===== src/verilog/qdcc_pkg.sv =====
// Package of constants for the quad DAC command interpreter.
// Assumes a 50 MHz core clock that samples the serial link pins.
package qdcc_pkg;

  // Frame layout.
  localparam int FRAME_BITS     = 24;
  localparam int CMD_MSB        = 23;
  localparam int CMD_LSB        = 20;
  localparam int ADDR_MSB       = 19;
  localparam int ADDR_LSB       = 16;
  localparam int CODE_MSB       = 15;
  localparam int CODE_LSB       = 6;
  localparam int CODE_W         = 10;
  localparam int PD_MSB         = 7;
  localparam int MASK_MSB       = 3;
  localparam int CHAIN_BIT      = 0;
  // Readback places the 16-bit register field at frame bits 19:4.
  localparam int RB_FIELD_LSB   = 4;

  // Command codes.
  localparam logic [3:0] CMD_NOP        = 4'h1 - 4'h1;
  localparam logic [3:0] CMD_WR_INPUT   = 4'h1;
  localparam logic [3:0] CMD_UPD_DAC    = 4'h2;
  localparam logic [3:0] CMD_WR_UPD     = 4'h3;
  localparam logic [3:0] CMD_POWER      = 4'h4;
  localparam logic [3:0] CMD_LOAD_MASK  = 4'h5;
  localparam logic [3:0] CMD_SOFT_RESET = 4'h6;
  localparam logic [3:0] CMD_CHAIN      = 4'h8;
  localparam logic [3:0] CMD_READBACK   = 4'h9;

  // Reset values.
  localparam logic [9:0] CODE_ZERO      = 10'h000;
  localparam logic [9:0] CODE_MID       = 10'h200;
  localparam logic [7:0] PD_RESET       = 8'h00;
  localparam logic [3:0] MASK_RESET     = 4'h0;
  localparam logic [1:0] RB_SEL_RESET   = 2'h0;

  // Power-down mode encodings.
  localparam logic [1:0] PD_NORMAL      = 2'h0;
  localparam logic [1:0] PD_1K          = 2'h1;
  localparam logic [1:0] PD_100K        = 2'h2;
  localparam logic [1:0] PD_TRISTATE    = 2'h3;

  // Hardware reset minimum low time and its cycle count.
  localparam int CLK_PERIOD_NS  = 20;
  localparam int RESET_MIN_NS   = 30;
  localparam int RESET_MIN_CYC  =
    (RESET_MIN_NS + CLK_PERIOD_NS - 1) / CLK_PERIOD_NS;

endpackage : qdcc_pkg


===== src/verilog/qdcc_core.sv =====
// Command interpreter of a quad 10-bit DAC behind a 24-bit serial frame.
// Assumes link pins and the load strobe are asynchronous to core_clk,
// and that the link clock is slow enough for edge sampling.
// Summary of operation
// - Frame: command, one-hot address, 10-bit code.
// - Act on frame sync rise after 24.
// - Command 1001 arms readback, default channel A.
// - Next frame shifts chosen register out.
// - First four bits undefined, register at 19:4.
// - Output enabled for the readback frame and in chain mode.
// - Command 0100 loads per-channel power-down bits.
// - Modes: normal, 1k, 100k, three-state.
// - Power-down keeps and permits DAC writes.
// - Strobe low: 0001 updates input and DAC.
// - Strobe high: falling strobe copies unmasked; a fall while a frame shifts in is dropped.
// - Command 0010 copies input into DAC.
// - Command 0011 writes input and DAC.
// - Command 0101 loads the strobe mask.
// - Masked channel sees strobe as high.
// - Strobe tied low ignores the mask.
// - Hardware reset clears to selected level.
// - No output update while reset is low.
// - Command 0110 performs software reset.
// - Strobe ignored during power-on reset.
// - Power-up level chosen by select pin; rst itself always loads CODE_ZERO.
`timescale 1ns/1ps
module qdcc_core
  import qdcc_pkg::*;
(
  input  wire logic        core_clk,
  input  wire logic        rst,
  input  wire logic        sclk,
  input  wire logic        sync_n,
  input  wire logic        serial_in,
  input  wire logic        load_strobe_n,
  input  wire logic        reset_n,
  input  wire logic        clear_level_select,
  output logic             serial_out,
  output logic             serial_out_oe,
  output logic [39:0]      dac_codes,
  output logic [7:0]       channel_power_down_modes,
  output logic [3:0]       load_strobe_mask,
  output logic             chain_mode_enable
);

  // Frame-state machine with one-hot states.
  typedef enum logic [2:0] {
    QDCC_IDLE  = 3'b001,
    QDCC_SHIFT = 3'b010,
    QDCC_DONE  = 3'b100
  } qdcc_state_t;

  // Synchronised pins.
  logic sclk_s;                  // Link clock after two flops.
  logic sync_s;                  // Frame sync after two flops.
  logic din_s;                   // Serial data after two flops.
  logic load_strobe_n_s;                  // Load strobe after two flops.
  logic hwrst_s;                 // Hardware reset after two flops.
  logic sel_s;                   // Clear-level select after two flops.

  // Edge history registers.
  logic sclk_d;                  // Previous link clock sample.
  logic sync_d;                  // Previous frame sync sample.
  logic load_strobe_n_d;                  // Previous load strobe sample.
  logic hwrst_d;                 // Previous hardware reset sample.

  // Decoded edges.
  logic sclk_fall;               // Falling link clock edge.
  logic sclk_rise;               // Rising link clock edge.
  logic frame_start;             // Frame sync falling edge.
  logic frame_end;               // Frame sync rising edge.
  logic load_strobe_n_fall;               // Load strobe falling edge.

  // Frame state.
  qdcc_state_t state;            // Current frame state.
  qdcc_state_t next_state;       // Next frame state.
  logic [23:0] frame_word;       // Shifted-in frame.
  logic [4:0]  bit_count;        // Falling edges seen.
  logic        shift_bit;        // Bit at the head of the out word.
  logic [23:0] load_word;        // Word loaded for output.

  // Register banks, one 10-bit code per channel.
  logic [9:0] input_reg [4];     // Input registers.
  logic [9:0] dac_reg   [4];     // DAC registers.

  // Readback control.
  logic       rb_armed;          // Next frame carries readback data.
  logic       rb_active;         // Current frame is a readback frame.
  logic [1:0] rb_sel;            // Channel chosen for readback.

  // Reset requests.
  logic       soft_rst;          // Software reset pulse.
  logic       por_busy;          // Reset in progress, strobe ignored.
  logic       clear_level;       // Level caught after reset release.

  // Decoded frame fields.
  logic [3:0] cmd;               // Command code.
  logic [3:0] addr;              // One-hot address bits.
  logic [9:0] code;              // Data code.
  logic       frame_ok;          // Full valid frame completed.

  // Returns the readback channel for an address field.
  function automatic logic [1:0] qdcc_pick(input logic [3:0] a);
    case (a)
      4'h2:    qdcc_pick = 2'h1;
      4'h4:    qdcc_pick = 2'h2;
      4'h8:    qdcc_pick = 2'h3;
      default: qdcc_pick = 2'h0;
    endcase
  endfunction : qdcc_pick

  // Synchronisers for every asynchronous pin.
  qdcc_sync u_sync_sclk (.core_clk(core_clk), .rst(rst),
    .async_in(sclk), .reset_value(1'b1), .sync_out(sclk_s));
  qdcc_sync u_sync_sync (.core_clk(core_clk), .rst(rst),
    .async_in(sync_n), .reset_value(1'b1), .sync_out(sync_s));
  qdcc_sync u_sync_din (.core_clk(core_clk), .rst(rst),
    .async_in(serial_in), .reset_value(1'b1), .sync_out(din_s));
  qdcc_sync u_sync_load_strobe_n (.core_clk(core_clk), .rst(rst),
    .async_in(load_strobe_n), .reset_value(1'b1), .sync_out(load_strobe_n_s));
  qdcc_sync u_sync_hwrst (.core_clk(core_clk), .rst(rst),
    .async_in(reset_n), .reset_value(1'b1), .sync_out(hwrst_s));
  qdcc_sync u_sync_sel (.core_clk(core_clk), .rst(rst),
    .async_in(clear_level_select), .reset_value(1'b1),
    .sync_out(sel_s));

  // Edge history on the synchronised pins.
  always_ff @(posedge core_clk or posedge rst)
  begin
    if (rst)
    begin
      sclk_d  <= 1'b1;
      sync_d  <= 1'b1;
      load_strobe_n_d  <= 1'b1;
      hwrst_d <= 1'b1;
    end
    else
    begin
      sclk_d  <= sclk_s;
      sync_d  <= sync_s;
      load_strobe_n_d  <= load_strobe_n_s;
      hwrst_d <= hwrst_s;
    end
  end

  assign sclk_fall   = sclk_d & ~sclk_s;
  assign sclk_rise   = ~sclk_d & sclk_s;
  assign frame_start = sync_d & ~sync_s;
  assign frame_end   = ~sync_d & sync_s;
  assign load_strobe_n_fall   = load_strobe_n_d & ~load_strobe_n_s;

  // Frame fields, msb first.
  assign cmd  = frame_word[CMD_MSB:CMD_LSB];
  assign addr = frame_word[ADDR_MSB:ADDR_LSB];
  assign code = frame_word[CODE_MSB:CODE_LSB];
  assign frame_ok = frame_end && state == QDCC_SHIFT &&
                    bit_count == 5'd24;

  // Frame state machine.
  always_comb
  begin
    next_state = state;
    case (state)
      QDCC_IDLE:  if (frame_start) next_state = QDCC_SHIFT;
      QDCC_SHIFT: if (frame_end) next_state = QDCC_DONE;
      QDCC_DONE:  next_state = QDCC_IDLE;
      default:    next_state = QDCC_IDLE;
    endcase
  end

  always_ff @(posedge core_clk or posedge rst)
  begin
    if (rst)
    begin
      state <= QDCC_IDLE;
    end
    else
    begin
      state <= next_state;
    end
  end

  // Readback data: four undefined bits, then the register at 19:4.
  assign load_word = {4'h0, 6'h00, dac_reg[rb_sel], 4'h0};

  // Serial shifter.
  qdcc_shift u_shift (
    .core_clk    (core_clk),
    .rst         (rst),
    .sclk_fall   (sclk_fall),
    .sclk_rise   (sclk_rise),
    .frame_start (frame_start),
    .frame_active(state == QDCC_SHIFT),
    .data_in     (din_s),
    .load_word   (load_word),
    .frame_word  (frame_word),
    .bit_count   (bit_count),
    .out_bit     (shift_bit)
  );

  // Reset in progress: held hardware reset or soft reset.
  assign por_busy = ~hwrst_s | soft_rst;

  // Clear level caught on the clock after reset and on held reset.
  always_ff @(posedge core_clk or posedge rst)
  begin
    if (rst)
    begin
      clear_level <= 1'b0;
    end
    else if (~hwrst_s || soft_rst || state == QDCC_IDLE && !rb_armed
             && clear_level != sel_s && hwrst_d == 1'b0)
    begin
      clear_level <= sel_s;
    end
  end

  // Software reset pulse from command 0110.
  always_ff @(posedge core_clk or posedge rst)
  begin
    if (rst)
    begin
      soft_rst <= 1'b0;
    end
    else
    begin
      soft_rst <= frame_ok && cmd == CMD_SOFT_RESET;
    end
  end

  // Input and DAC registers.
  always_ff @(posedge core_clk or posedge rst)
  begin
    if (rst)
    begin
      for (int i = 0; i < 4; i++)
      begin
        input_reg[i] <= CODE_ZERO;
        dac_reg[i]   <= CODE_ZERO;
      end
    end
    else if (por_busy)
    begin
      // Clear to the selected level; no new value accepted.
      for (int i = 0; i < 4; i++)
      begin
        input_reg[i] <= sel_s ? CODE_MID : CODE_ZERO;
        dac_reg[i]   <= sel_s ? CODE_MID : CODE_ZERO;
      end
    end
    else
    begin
      for (int i = 0; i < 4; i++)
      begin
        if (frame_ok && addr[i] && cmd == CMD_WR_INPUT)
        begin
          input_reg[i] <= code;
          if (!load_strobe_n_s)
          begin
            dac_reg[i] <= code;
          end
        end
        else if (frame_ok && addr[i] && cmd == CMD_WR_UPD)
        begin
          input_reg[i] <= code;
          dac_reg[i]   <= code;
        end
        else if (frame_ok && addr[i] && cmd == CMD_UPD_DAC)
        begin
          dac_reg[i] <= input_reg[i];
        end
        else if (load_strobe_n_fall && !load_strobe_mask[i] && state != QDCC_SHIFT)
        begin
          dac_reg[i] <= input_reg[i];
        end
      end
    end
  end

  // Power-down modes, strobe mask and chain enable.
  always_ff @(posedge core_clk or posedge rst)
  begin
    if (rst)
    begin
      channel_power_down_modes <= PD_RESET;
      load_strobe_mask         <= MASK_RESET;
      chain_mode_enable        <= 1'b0;
    end
    else if (por_busy)
    begin
      channel_power_down_modes <= PD_RESET;
      load_strobe_mask         <= MASK_RESET;
      chain_mode_enable        <= 1'b0;
    end
    else if (frame_ok)
    begin
      case (cmd)
        CMD_POWER:     channel_power_down_modes <=
                         frame_word[PD_MSB:0];
        CMD_LOAD_MASK: load_strobe_mask <=
                         frame_word[MASK_MSB:0];
        CMD_CHAIN:     chain_mode_enable <= frame_word[CHAIN_BIT];
        default:       ;
      endcase
    end
  end

  // Readback arming and the readback frame flag.
  always_ff @(posedge core_clk or posedge rst)
  begin
    if (rst)
    begin
      rb_armed  <= 1'b0;
      rb_active <= 1'b0;
      rb_sel    <= RB_SEL_RESET;
    end
    else if (por_busy)
    begin
      rb_armed  <= 1'b0;
      rb_active <= 1'b0;
      rb_sel    <= RB_SEL_RESET;
    end
    else
    begin
      if (frame_start)
      begin
        rb_active <= rb_armed;
      end
      else if (frame_end)
      begin
        rb_active <= 1'b0;
      end
      if (frame_ok && cmd == CMD_READBACK)
      begin
        rb_armed <= 1'b1;
        rb_sel   <= qdcc_pick(addr);
      end
      else if (frame_ok)
      begin
        rb_armed <= 1'b0;
      end
    end
  end

  // Output drive: chain mode, or forced on for a readback frame.
  always_ff @(posedge core_clk or posedge rst)
  begin
    if (rst)
    begin
      serial_out    <= 1'b0;
      serial_out_oe <= 1'b0;
    end
    else
    begin
      serial_out    <= shift_bit;
      serial_out_oe <= chain_mode_enable || rb_active;
    end
  end

  // Outputs of the DAC registers.
  always_comb
  begin
    dac_codes = {dac_reg[3], dac_reg[2], dac_reg[1], dac_reg[0]};
  end

  // Hardware reset lasts at least one clock when the host keeps 30 ns.
  AST_NO_UPDATE_IN_RESET:
    assert property (@(posedge core_clk) disable iff (rst)
      !hwrst_s |=> dac_codes == {4{clear_level ? CODE_MID : CODE_ZERO}}
        || $past(sel_s) != clear_level)
    else $error("DAC updated while hardware reset low");

  AST_WRITE_UPDATE:
    assert property (@(posedge core_clk) disable iff (rst)
      frame_ok && cmd == CMD_WR_UPD && addr[0] && !por_busy
      |=> dac_reg[0] == $past(code))
    else $error("Command 0011 did not update DAC A");

  AST_STROBE_LOW_WRITE:
    assert property (@(posedge core_clk) disable iff (rst)
      frame_ok && cmd == CMD_WR_INPUT && addr[1] && !load_strobe_n_s && !por_busy
      |=> dac_reg[1] == $past(code) && input_reg[1] == $past(code))
    else $error("Strobe-low write missed DAC B");

  AST_STROBE_HIGH_HOLD:
    assert property (@(posedge core_clk) disable iff (rst)
      frame_ok && cmd == CMD_WR_INPUT && addr[2] && load_strobe_n_s && !por_busy
      && !load_strobe_n_fall |=> $stable(dac_reg[2]))
    else $error("Strobe-high write changed DAC C");

  AST_MASK_BLOCKS:
    assert property (@(posedge core_clk) disable iff (rst)
      load_strobe_n_fall && load_strobe_mask[3] && !frame_ok && !por_busy
      |=> $stable(dac_reg[3]))
    else $error("Masked channel followed strobe");

  AST_READBACK_SEL:
    assert property (@(posedge core_clk) disable iff (rst)
      frame_ok && cmd == CMD_READBACK && addr == 4'h3 && !por_busy
      |=> rb_sel == 2'h0 && rb_armed)
    else $error("Readback default channel wrong");

  AST_POWER_LOAD:
    assert property (@(posedge core_clk) disable iff (rst)
      frame_ok && cmd == CMD_POWER && !por_busy
      |=> channel_power_down_modes == $past(frame_word[7:0]))
    else $error("Power-down modes not loaded");

  AST_SOFT_RESET:
    assert property (@(posedge core_clk) disable iff (rst)
      frame_ok && cmd == CMD_SOFT_RESET
      |=> ##1 channel_power_down_modes == PD_RESET
        && load_strobe_mask == MASK_RESET)
    else $error("Software reset did not restore state");

  AST_OE_READBACK:
    assert property (@(posedge core_clk) disable iff (rst)
      rb_active && !chain_mode_enable |=> serial_out_oe)
    else $error("Output not enabled for readback frame");

endmodule : qdcc_core


===== src/verilog/qdcc_shift.sv =====
// Serial frame shifter: samples data on falling link clock edges.
// Assumes synchronised link clock, frame sync and data as inputs.
`timescale 1ns/1ps
module qdcc_shift
  import qdcc_pkg::*;
(
  input  wire logic        core_clk,
  input  wire logic        rst,
  input  wire logic        sclk_fall,
  input  wire logic        sclk_rise,
  input  wire logic        frame_start,
  input  wire logic        frame_active,
  input  wire logic        data_in,
  input  wire logic [23:0] load_word,
  output logic [23:0]      frame_word,
  output logic [4:0]       bit_count,
  output logic             out_bit
);

  // Outgoing word shifted on rising edges, msb first.
  logic [23:0] out_word;

  // Incoming word and falling-edge counter.
  always_ff @(posedge core_clk or posedge rst)
  begin
    if (rst)
    begin
      frame_word <= 24'h00_0000;
      bit_count  <= 5'h00;
    end
    else if (frame_start)
    begin
      bit_count <= 5'h00;
    end
    else if (frame_active && sclk_fall)
    begin
      frame_word <= {frame_word[22:0], data_in};
      if (bit_count != 5'd24)
      begin
        bit_count <= bit_count + 5'h01;
      end
    end
  end

  // Outgoing word is loaded at frame start; bit shows on the line.
  always_ff @(posedge core_clk or posedge rst)
  begin
    if (rst)
    begin
      out_word <= 24'h00_0000;
    end
    else if (frame_start)
    begin
      out_word <= load_word;
    end
    else if (frame_active && sclk_rise && bit_count != 5'h00)
    begin
      out_word <= {out_word[22:0], 1'b0};
    end
  end

  // The current msb is the bit on the serial output.
  assign out_bit = out_word[23];

endmodule : qdcc_shift


===== src/verilog/qdcc_sync.sv =====
// Two-flop synchroniser for one level from outside the core clock.
// Assumes only the second stage is read by other logic.
`timescale 1ns/1ps
module qdcc_sync
  import qdcc_pkg::*;
(
  input  wire logic core_clk,
  input  wire logic rst,
  input  wire logic async_in,
  input  wire logic reset_value,
  output logic      sync_out
);

  // First stage, read only by the second stage.
  logic stage_one;

  // Both stages reset high, the idle level of the active-low pins.
  // Low-idle pins are not edge-detected, so the high start is harmless.
  always_ff @(posedge core_clk or posedge rst)
  begin
    if (rst)
    begin
      stage_one <= 1'b1;
      sync_out  <= 1'b1;
    end
    else
    begin
      stage_one <= async_in;
      sync_out  <= stage_one;
    end
  end

  // The idle input is kept for a clean interface.
  logic unused_reset_value;
  assign unused_reset_value = reset_value;

endmodule : qdcc_sync

===== config.mk =====
export PLATFORM = sky130hd
export DESIGN_NAME = qdcc_core
export DESIGN_NICKNAME = d
export VERILOG_FILES = /design/src/verilog/qdcc_pkg.sv /design/src/verilog/qdcc_core.sv /design/src/verilog/qdcc_shift.sv /design/src/verilog/qdcc_sync.sv
export SDC_FILE = /design/constraint.sdc
export NUM_CORES = 1
export LEC_CHECK = 0
export ABC_AREA = 1
export BUFFER_PORTS_ARGS = -buffer_cell sky130_fd_sc_hd__buf_2
export CORE_ASPECT_RATIO = 1.75
export CORE_UTILIZATION = 50
export DETAILED_ROUTE_END_ITERATION = 12
export GPL_TIMING_DRIVEN = 1
export PLACE_DENSITY = 0.69
export SYNTH_ARGS = -nofsm -noshare
export SYNTH_HDL_FRONTEND = slang
export SYNTH_SLANG_ARGS = --single-unit
export TNS_END_PERCENT = 1

===== constraint.sdc =====
create_clock -name core_clk -period 15.01 [get_ports core_clk]
set_input_delay 1.501 -clock core_clk [delete_from_list [all_inputs] [get_ports core_clk]]
set_output_delay 1.501 -clock core_clk [all_outputs]
set_load 0.1 [all_outputs]

# After elaboration in Yosys (flattened, before gate mapping)
# Cells that the tools add are included.
dict set report word_totals {
  regBits 171
  output_inout_bits 55
}
dict set report classes {
  add_sub_neg 1
  n_lt_le_gt_ge 1
  eq_ne 22
  muxes 57
  bitwise_logic 14
  n_reduce_logical 65
}
# cell count
set op_table {}
lappend op_table {{$mux 10} 28}
lappend op_table {{$mux 40} 2}
lappend op_table {{$mux 24} 2}
lappend op_table {{$logic_and 1x1->1} 31}
lappend op_table {{$reduce_bool 5->1} 5}
lappend op_table {{$mux 8} 3}
lappend op_table {{$bmux 10 s2} 1}
lappend op_table {{$reduce_and 2->1} 10}
lappend op_table {{$reduce_bool 3->1} 6}
lappend op_table {{$eq 4x3->1 const B} 4}
lappend op_table {{$reduce_bool 2->1} 8}
lappend op_table {{$mux 5} 3}
lappend op_table {{$eq 4x2->1 const B} 3}
lappend op_table {{$eq 4x4->1 const B} 3}
lappend op_table {{$mux 4} 3}
lappend op_table {{$ne 3x3->1 const B} 4}
lappend op_table {{$mux 1} 9}
lappend op_table {{$not 1->1} 7}
lappend op_table {{$mux 3} 2}
lappend op_table {{$pmux 2 s3} 1}
lappend op_table {{$pmux 3 s2} 1}
lappend op_table {{$add 5x1->5 const B} 1}
lappend op_table {{$and 1x1->1} 5}
lappend op_table {{$eq 5x5->1 const B} 1}
lappend op_table {{other kinds (12)} 17}

# Longest topological paths before layout
# Gate-level depths: netlist of the first run.
dict set report depth {
  depth_word 10
  depth_mapped 14
}

# Modules after synthesis
# Synthesis of the first run repeated with hierarchy kept, for this count alone.
dict set report hier_totals {
  cells_unflattened 897
  hier_area_um2 8030.2
}
# mod n_inst cells_per_inst area_each_um2 seq_area_each_um2
set by_module_without_submodules {}
lappend by_module_without_submodules {qdcc_core 1 604 4992.3 2657.5}
lappend by_module_without_submodules {qdcc_shift 1 275 2700.1 1326.3}
lappend by_module_without_submodules {qdcc_sync 6 3 56.3 52.6}

# Worst setup path after synthesis of the first run
# OpenSTA, ideal clock, no wires.
dict set report synth_timing {
  path_type {register to output}
  startpoint {reg dac_reg, in the netlist dac_codes[1]}
  endpoint {out dac_codes[1]}
  arrival_time_ns 0.912
  path_slack_ns 12.597
  path_stages_with_launch 1
  n_path_buf 0
  path_cell_list {dfrtp_1}
}
# item line
set synth_rtl {}
lappend synth_rtl {{from (decl)} qdcc_core.sv:84} ;# logic [9:0] dac_reg [4];
lappend synth_rtl {{from (signal, indexed assignment)} qdcc_core.sv:248} ;# dac_reg[i] <= sel_s ? CODE_MID : CODE_ZERO;
lappend synth_rtl {{from (signal, indexed assignment)} qdcc_core.sv:260} ;# dac_reg[i] <= code;
lappend synth_rtl {{from (signal, indexed assignment)} qdcc_core.sv:266} ;# dac_reg[i] <= code;
lappend synth_rtl {{to (decl)} qdcc_core.sv:40} ;# output logic [39:0] dac_codes,
# No word-level cell between the ends.

# Worst setup path after layout of the first run
dict set report layout_timing {
  startpoint {reg u_shift.bit_count[0]}
  endpoint {reg dac_reg, in the netlist dac_codes[3]}
}
dict set report layout_via {
  elab_chain_len 8
}
# item line
set layout_lines {}
lappend layout_lines {{from (decl)} qdcc_shift.sv:16} ;# output logic [4:0] bit_count,
lappend layout_lines {{from (signal assigned)} qdcc_shift.sv:40} ;# bit_count <= bit_count + 5'h01;
lappend layout_lines {{$eq 5x5->1 *} qdcc_core.sv:157} ;# bit_count == 5'd24;
lappend layout_lines {{$logic_and 1x1->1 *} qdcc_core.sv:156} ;# assign frame_ok = frame_end && state == QDCC_SHIFT &&
lappend layout_lines {{$logic_and 1x1->1 *} {qdcc_core.sv:255, qdcc_core.sv:263, qdcc_core.sv:268}}
lappend layout_lines {{$logic_and 1x1->1} qdcc_core.sv:268} ;# else if (frame_ok && addr[i] && cmd == CMD_UPD_DAC)
lappend layout_lines {{$mux 10} qdcc_core.sv:268}
lappend layout_lines {{$mux 10} qdcc_core.sv:263} ;# else if (frame_ok && addr[i] && cmd == CMD_WR_UPD)
lappend layout_lines {{$mux 10} qdcc_core.sv:255} ;# if (frame_ok && addr[i] && cmd == CMD_WR_INPUT)
lappend layout_lines {{$mux 40} qdcc_core.sv:242} ;# else if (por_busy)
lappend layout_lines {{to (signal, indexed assignment)} qdcc_core.sv:260}
lappend layout_lines {{to (signal, indexed assignment)} qdcc_core.sv:266}
lappend layout_lines {{to (signal, indexed assignment)} qdcc_core.sv:270} ;# dac_reg[i] <= input_reg[i];
# Mark *: on every way between the ends. The rest lies on a longest branch, timed or not.
# A chain may end at the register's enable or synchronous reset.

==> reports/metrics.cfg, run 1 <==
[clock_network]
cts_resized = 0
hold_buffers = 0
tritoncts = yes
clock_latency_ns = 0.43
cts_root_buffer = clkbuf_16
clk_pin_slew_ns = 0.07
clock_path_buffers = 2
cts.sinks = 167
htreeDepth = 4
cts_buffers = 17
postCtsSetupBuffers = 0

[yosys]
synth.distinct_cells = 34
synth_fp_nets = 833
synth.yosys.seq_area_share_pct = 58.5
yosysWarnings = 0
synth_seq_cells = 167
syn_inst = 821
syn_area_mm2 = 0.00718
avgSynthCellArea_um2 = 8.74

[cells_and_area]
stdcell_count = 1057
fill_cells = 1288
antenna_cells = 0
final_cell_mix = nand2_1 (263), dfrtp_1 (151), nand3_1 (117), inv_1 (62), buf_2 (62)
layout.nets = 879
areaGrowthSynthToFinish_pct = 13.5
final_common_cell = nand2_1
fin_area_mm2 = 0.00815
final-seq-area_mm2 = 0.00420
multi_input_area_mm2 = 0.00253
drive_gt1_share_pct = 16.0

[setup_path]
crit_path_end_kind = flip-flop
crit_arrival_ns = 3.32
crit_type = flip-flop to flip-flop
crit_required_ns = 15.33
crit_fanout = 18
start_kind = flip-flop

[detailed_routing]
drcViolationCount = 0
drt_first_iter_violations = 568
viasPerCell = 5.47
ant_nets = 0
vias = 5786
wire_per_inst_um = 16.9
drt-pass1-iter-count = 6
drt-total-wl_um = 17800

[timing]
maxSlewViolCount = 0
relSlewSlack_pct = 38.8
finalCritPeriodShare_pct = 20.0
holdWs_ns = 0.354
clock_skew_ns = 0.0120
rsz0062_at_grt = false
final.setup.tns_ns = 0
hold_viol_final = 0
setup_viol = 0
finalCriticalPeriod_ns = 3.01
fmax_mhz = 333
tightest_slew_ns = 0.918

[global_routing]
grt.total_usage_pct = 25.5
antenna_found_initial = 0
grt_max_degree = 104
grt.overflow.total = 0
grt_pass1_wl_um = 28800
grt_pass1_vias = 5560

[power]
powerDensity_mw_per_mm2 = 130
sw_frac_of_total_pct = 28.5
p_leak_nw = 4.34
p_clk_share_pct = 42.0
p_seq_share_pct = 46.6
pwr-share-comb_pct = 11.3
p_total_mw = 1.06
ir_drop_v = 0.0000829
p_int_mw = 0.754
p_switching_mw = 0.301

[min_path]
hp-class = flip-flop to flip-flop

[placement]
dp_hpwl_um = 12500
place_area_mm2 = 0.00754
gp_congestion = 0.821
numPortBuffers = 62
dp_cells = 1025

[run]
cap_viol_max_count = 0

[floorplanning]
rows = 57
ioPinCount = 63
die_y_um = 161
core_mm2 = 0.0140
die_x_um = 92.6
initial_core_util_pct = 51.4
dieArea_mm2 = 0.0149

[run_status]
status = finished clean

## cells in the mapped netlist (all sizes together)
cell type | n | share of area, %
or2 | 1 | 0.087
buf | 25 | 2.0
a31oi | 2 | 0.17
nand2 | 271 | 15
nand3b | 2 | 0.21
inv | 69 | 3.6
nor4 | 2 | 0.17
o22ai | 8 | 0.70
a21oi | 12 | 0.84
nor2 | 47 | 3.1
o31ai | 1 | 0.10
nand3 | 122 | 8.9
or3b | 1 | 0.12
nand4 | 7 | 0.61
clkbuf | 12 | 0.63
dfstp | 16 | 5.9
o211ai | 9 | 0.94
a21o | 1 | 0.10
dfrtp | 151 | 53
o21ai | 54 | 3.8
nor3 | 4 | 0.35
ha | 4 | 0.70
## critical path, stage by stage, from the launching register on
cell and delay, ns:
dfrtp_1 0.40, inv_1 0.10, ha_1 0.14, inv_1 0.04, nor2_2 0.11, nand2_2 0.14
nor2_8 0.28, nand3_1 0.39, nand2_1 0.42, inv_1 0.08, nand2_1 0.27, nand2_1 0.31
nand2_1 0.13, nand2_1 0.06
## path summary, 6_finish.rpt
kind / cells after the start / endpoint / start / slack [ns]
max in group asynchronous: 3 / dac_codes[25] / rst / 12.37
hold / removal: 0 / u_sync_sclk.sync_out / u_sync_sclk.stage_one / 0.35
setup / recovery: 13 / dac_codes[3] / u_shift.bit_count[0] / 12.00
setup reg to reg: 13 / dac_codes[3] / u_shift.bit_count[0] / 12.00
min in group asynchronous: 2 / serial_out_oe / rst / 1.27
hold reg to reg: 0 / u_sync_sclk.sync_out / u_sync_sclk.stage_one / 0.35
## power groups by stage
| stage | combinational [mW] | sequential [mW] | clock [mW] |
|---|---|---|---|
| 4_1_cts | 0.121 | 0.492 | 0.448 |
| 3_5_place_dp | 0.120 | 0.500 | 0 |
| 2_1_floorplan | 0.0664 | 0.527 | 0 |
| 3_3_place_gp | 0.119 | 0.500 | 0 |
| 5_1_grt | 0.132 | 0.496 | 0.467 |
| 6_report | 0.120 | 0.492 | 0.444 |
## per-stage QoR
stage | util, % | setup WS, ns
2_1_floorplan | - | 9.02
3_3_place_gp | 54.0 | 11.83
3_5_place_dp | 54.0 | 11.84
4_1_cts | 58.3 | 12.03
5_1_grt | 58.3 | 11.66
6_report | 58.3 | 12.00
## layout make-up
class                           count  share of cell area [%]
Timing Repair Buffer               64                    3.99
Tap cell                          177                    2.72
Clock buffer                       18                    5.39
Inverter                           69                    3.24
Clock inverter                     14                    2.00
Multi-Input combinational cell    548                    31.1
Sequential cell                   167                    51.5
## cell families (layout without fill, tap and decap cells)
group | after synthesis | in the layout | synth area share (%)
flip-flops | 167 | 167 | 58.5
adder cells (fa/ha/maj) | 4 | 4 | 0.697
AND/OR/NAND/NOR | 457 | 457 | 28.0
AO/OA/AOI/OAI | 87 | 87 | 6.62
buffers and inverters | 106 | 165 | 6.19
## metal layers
layer  global-route usage, %  vias up  routed length [um]
met5                       0        -                   0
met4                    12.4        0                 656
met3                    3.65       46                 779
met2                    43.8      187                9330
met1                    30.9     2808                7080
li1                        -     2745                   -
(Power assumes the default switching activity.)
==> run 2, diff against run 1 <==
==> constraint.sdc (replaced) <==
create_clock -name core_clk -period 2.8 [get_ports core_clk]
set_input_delay 0.28 -clock core_clk [delete_from_list [all_inputs] [get_ports core_clk]]
set_output_delay 0.28 -clock core_clk [all_outputs]
set_load 0.1 [all_outputs]
==> reports/metrics.cfg, run 2 (synthesized netlist as in run 1, its figures left out) <==
[clock_network]
cts_buffers = 17
clk_pin_slew_ns = 0.07
clock_latency_ns = 0.43
clock_path_buffers = 2
cts_root_buffer = clkbuf_16
cts.sinks = 167
tritoncts = yes
htreeDepth = 4

[placement]
place_ws_ns = 0.357
numPortBuffers = 62
place_area_mm2 = 0.00764
dp_cells = 1036
dp_hpwl_um = 12600
gp_congestion = 0.884

[floorplanning]
initial_core_util_pct = 51.4
die_x_um = 92.6
dieArea_mm2 = 0.0149
ioPinCount = 63
core_mm2 = 0.0140
rows = 57
die_y_um = 161

[setup_path]
crit_type = flip-flop to flip-flop
crit_start = u_shift.bit_count[0]
reg2reg_to = dac_codes[35]
start_kind = flip-flop
crit_fanout = 18
crit_required_ns = 3.12
rr_worst_depth = 13
rrSetupSlack_ns = 0.30
crit_path_end_kind = flip-flop
crit_arrival_ns = 2.82
r2r-start = u_shift.bit_count[0]

[timing]
holdWs_ns = 0.355
setup_viol = 0
finalCritPeriodShare_pct = 89.2
relSlewSlack_pct = 42.6
tightest_slew_ns = 0.861
final.setup.tns_ns = 0
rsz0062_at_grt = false
hold_viol_final = 0
finalCriticalPeriod_ns = 2.50
clock_skew_ns = 0.00806
maxSlewViolCount = 0
fin_ws_ns = 0.304
fmax_mhz = 401

[global_routing]
grt.total_usage_pct = 25.4
grt.overflow.total = 0
grt_pass1_wl_um = 28600
grt_max_degree = 138
grt_pass1_vias = 5580
antenna_found_initial = 0

[cells_and_area]
antenna_cells = 0
final_cell_mix = nand2_1 (263), dfrtp_1 (151), nand3_1 (117), inv_1 (62), buf_2 (62)
fin_area_mm2 = 0.00827
finalCoreUtilization_pct = 59.1
final_common_cell = nand2_1
areaGrowthSynthToFinish_pct = 15.2
layout.nets = 897
stdcell_count = 1074
drive_gt1_share_pct = 16.8

[min_path]
whs_path_depth = 0
min_to = u_sync_sclk.sync_out
hp-class = flip-flop to flip-flop
min-delay-start = u_sync_sclk.stage_one

[power]
p_leak_nw = 4.40
p_total_mw = 5.56
ir_drop_v = 0.000419
powerDensity_mw_per_mm2 = 672

[run]
cap_viol_max_count = 0

[detailed_routing]
drt-pass1-iter-count = 5
drt-total-wl_um = 17700
ant_nets = 0
viasPerCell = 5.28
wire_per_inst_um = 16.5
drt_first_iter_violations = 364
vias = 5673
drcViolationCount = 0

[run_status]
status = finished clean

-- run 2: cell count changes in the layout (fill, tap and decap cells not counted), sizes merged --
cell / delta
buf: +11
dlygate4sd3: +7
clkinv: -3
clkinvlp: +3
bufinv: -1
-- run 2: cell type report --
class / count / area, um^2
Clock buffer: 18 / 439
Sequential cell: 167 / 4200
Fill cell: 1266 / 5710
Tap cell: 177 / 221
Clock inverter: 13 / 120
Multi-Input combinational cell: 548 / 2530
Timing Repair Buffer: 82 / 490
Inverter: 69 / 263
-- run 2: timing repair --
item | in CTS | in global routing
hold buffers | 7 | 0
resized for setup | 0 | 0
buffers inserted | 0 | 0
endpoints found under the hold margin | 33 | 0
-- run 2: critical path, stage by stage, from the launching register on --
cell and delay (ns):
dfrtp_1 0.41, inv_1 0.10, ha_1 0.14, inv_1 0.04
nor2_2 0.10, nand2_2 0.13, nor2_8 0.28, nand3_2 0.26
nand2_1 0.17, inv_2 0.03, nand2_1 0.24, nand2_1 0.28
nand2_1 0.13, nand2_1 0.06
-- run 2: how the worst max path moves through the flow --
stage | end | cells past startpoint
final | dac_codes[35] | 13
after detailed placement | dac_codes[32] | 13
after global routing | dac_codes[31] | 13
after floorplan | chain_mode_enable | 1
after global placement | dac_codes[36] | 13
after CTS | dac_codes[35] | 13
-- run 2: report_power, final --
| group | total (mW) | leakage [nW] | internal, mW | switching, mW |
|---|---|---|---|---|
| clock | 2.26 | 0.270 | 1.25 | 1.01 |
| combinational | 0.654 | 1.87 | 0.151 | 0.503 |
| sequential | 2.64 | 2.26 | 2.55 | 0.0916 |
| total | 5.56 | 4.40 | 3.95 | 1.60 |
-- run 2: metal layers --
metal / vias up / routed length [um] / track usage (%)
li1: 2778 / - / -
met1: 2719 / 7010 / 29.5
met2: 136 / 9380 / 45.0
met3: 40 / 631 / 4.31
met4: 0 / 667 / 11.7
met5: - / 0 / 0
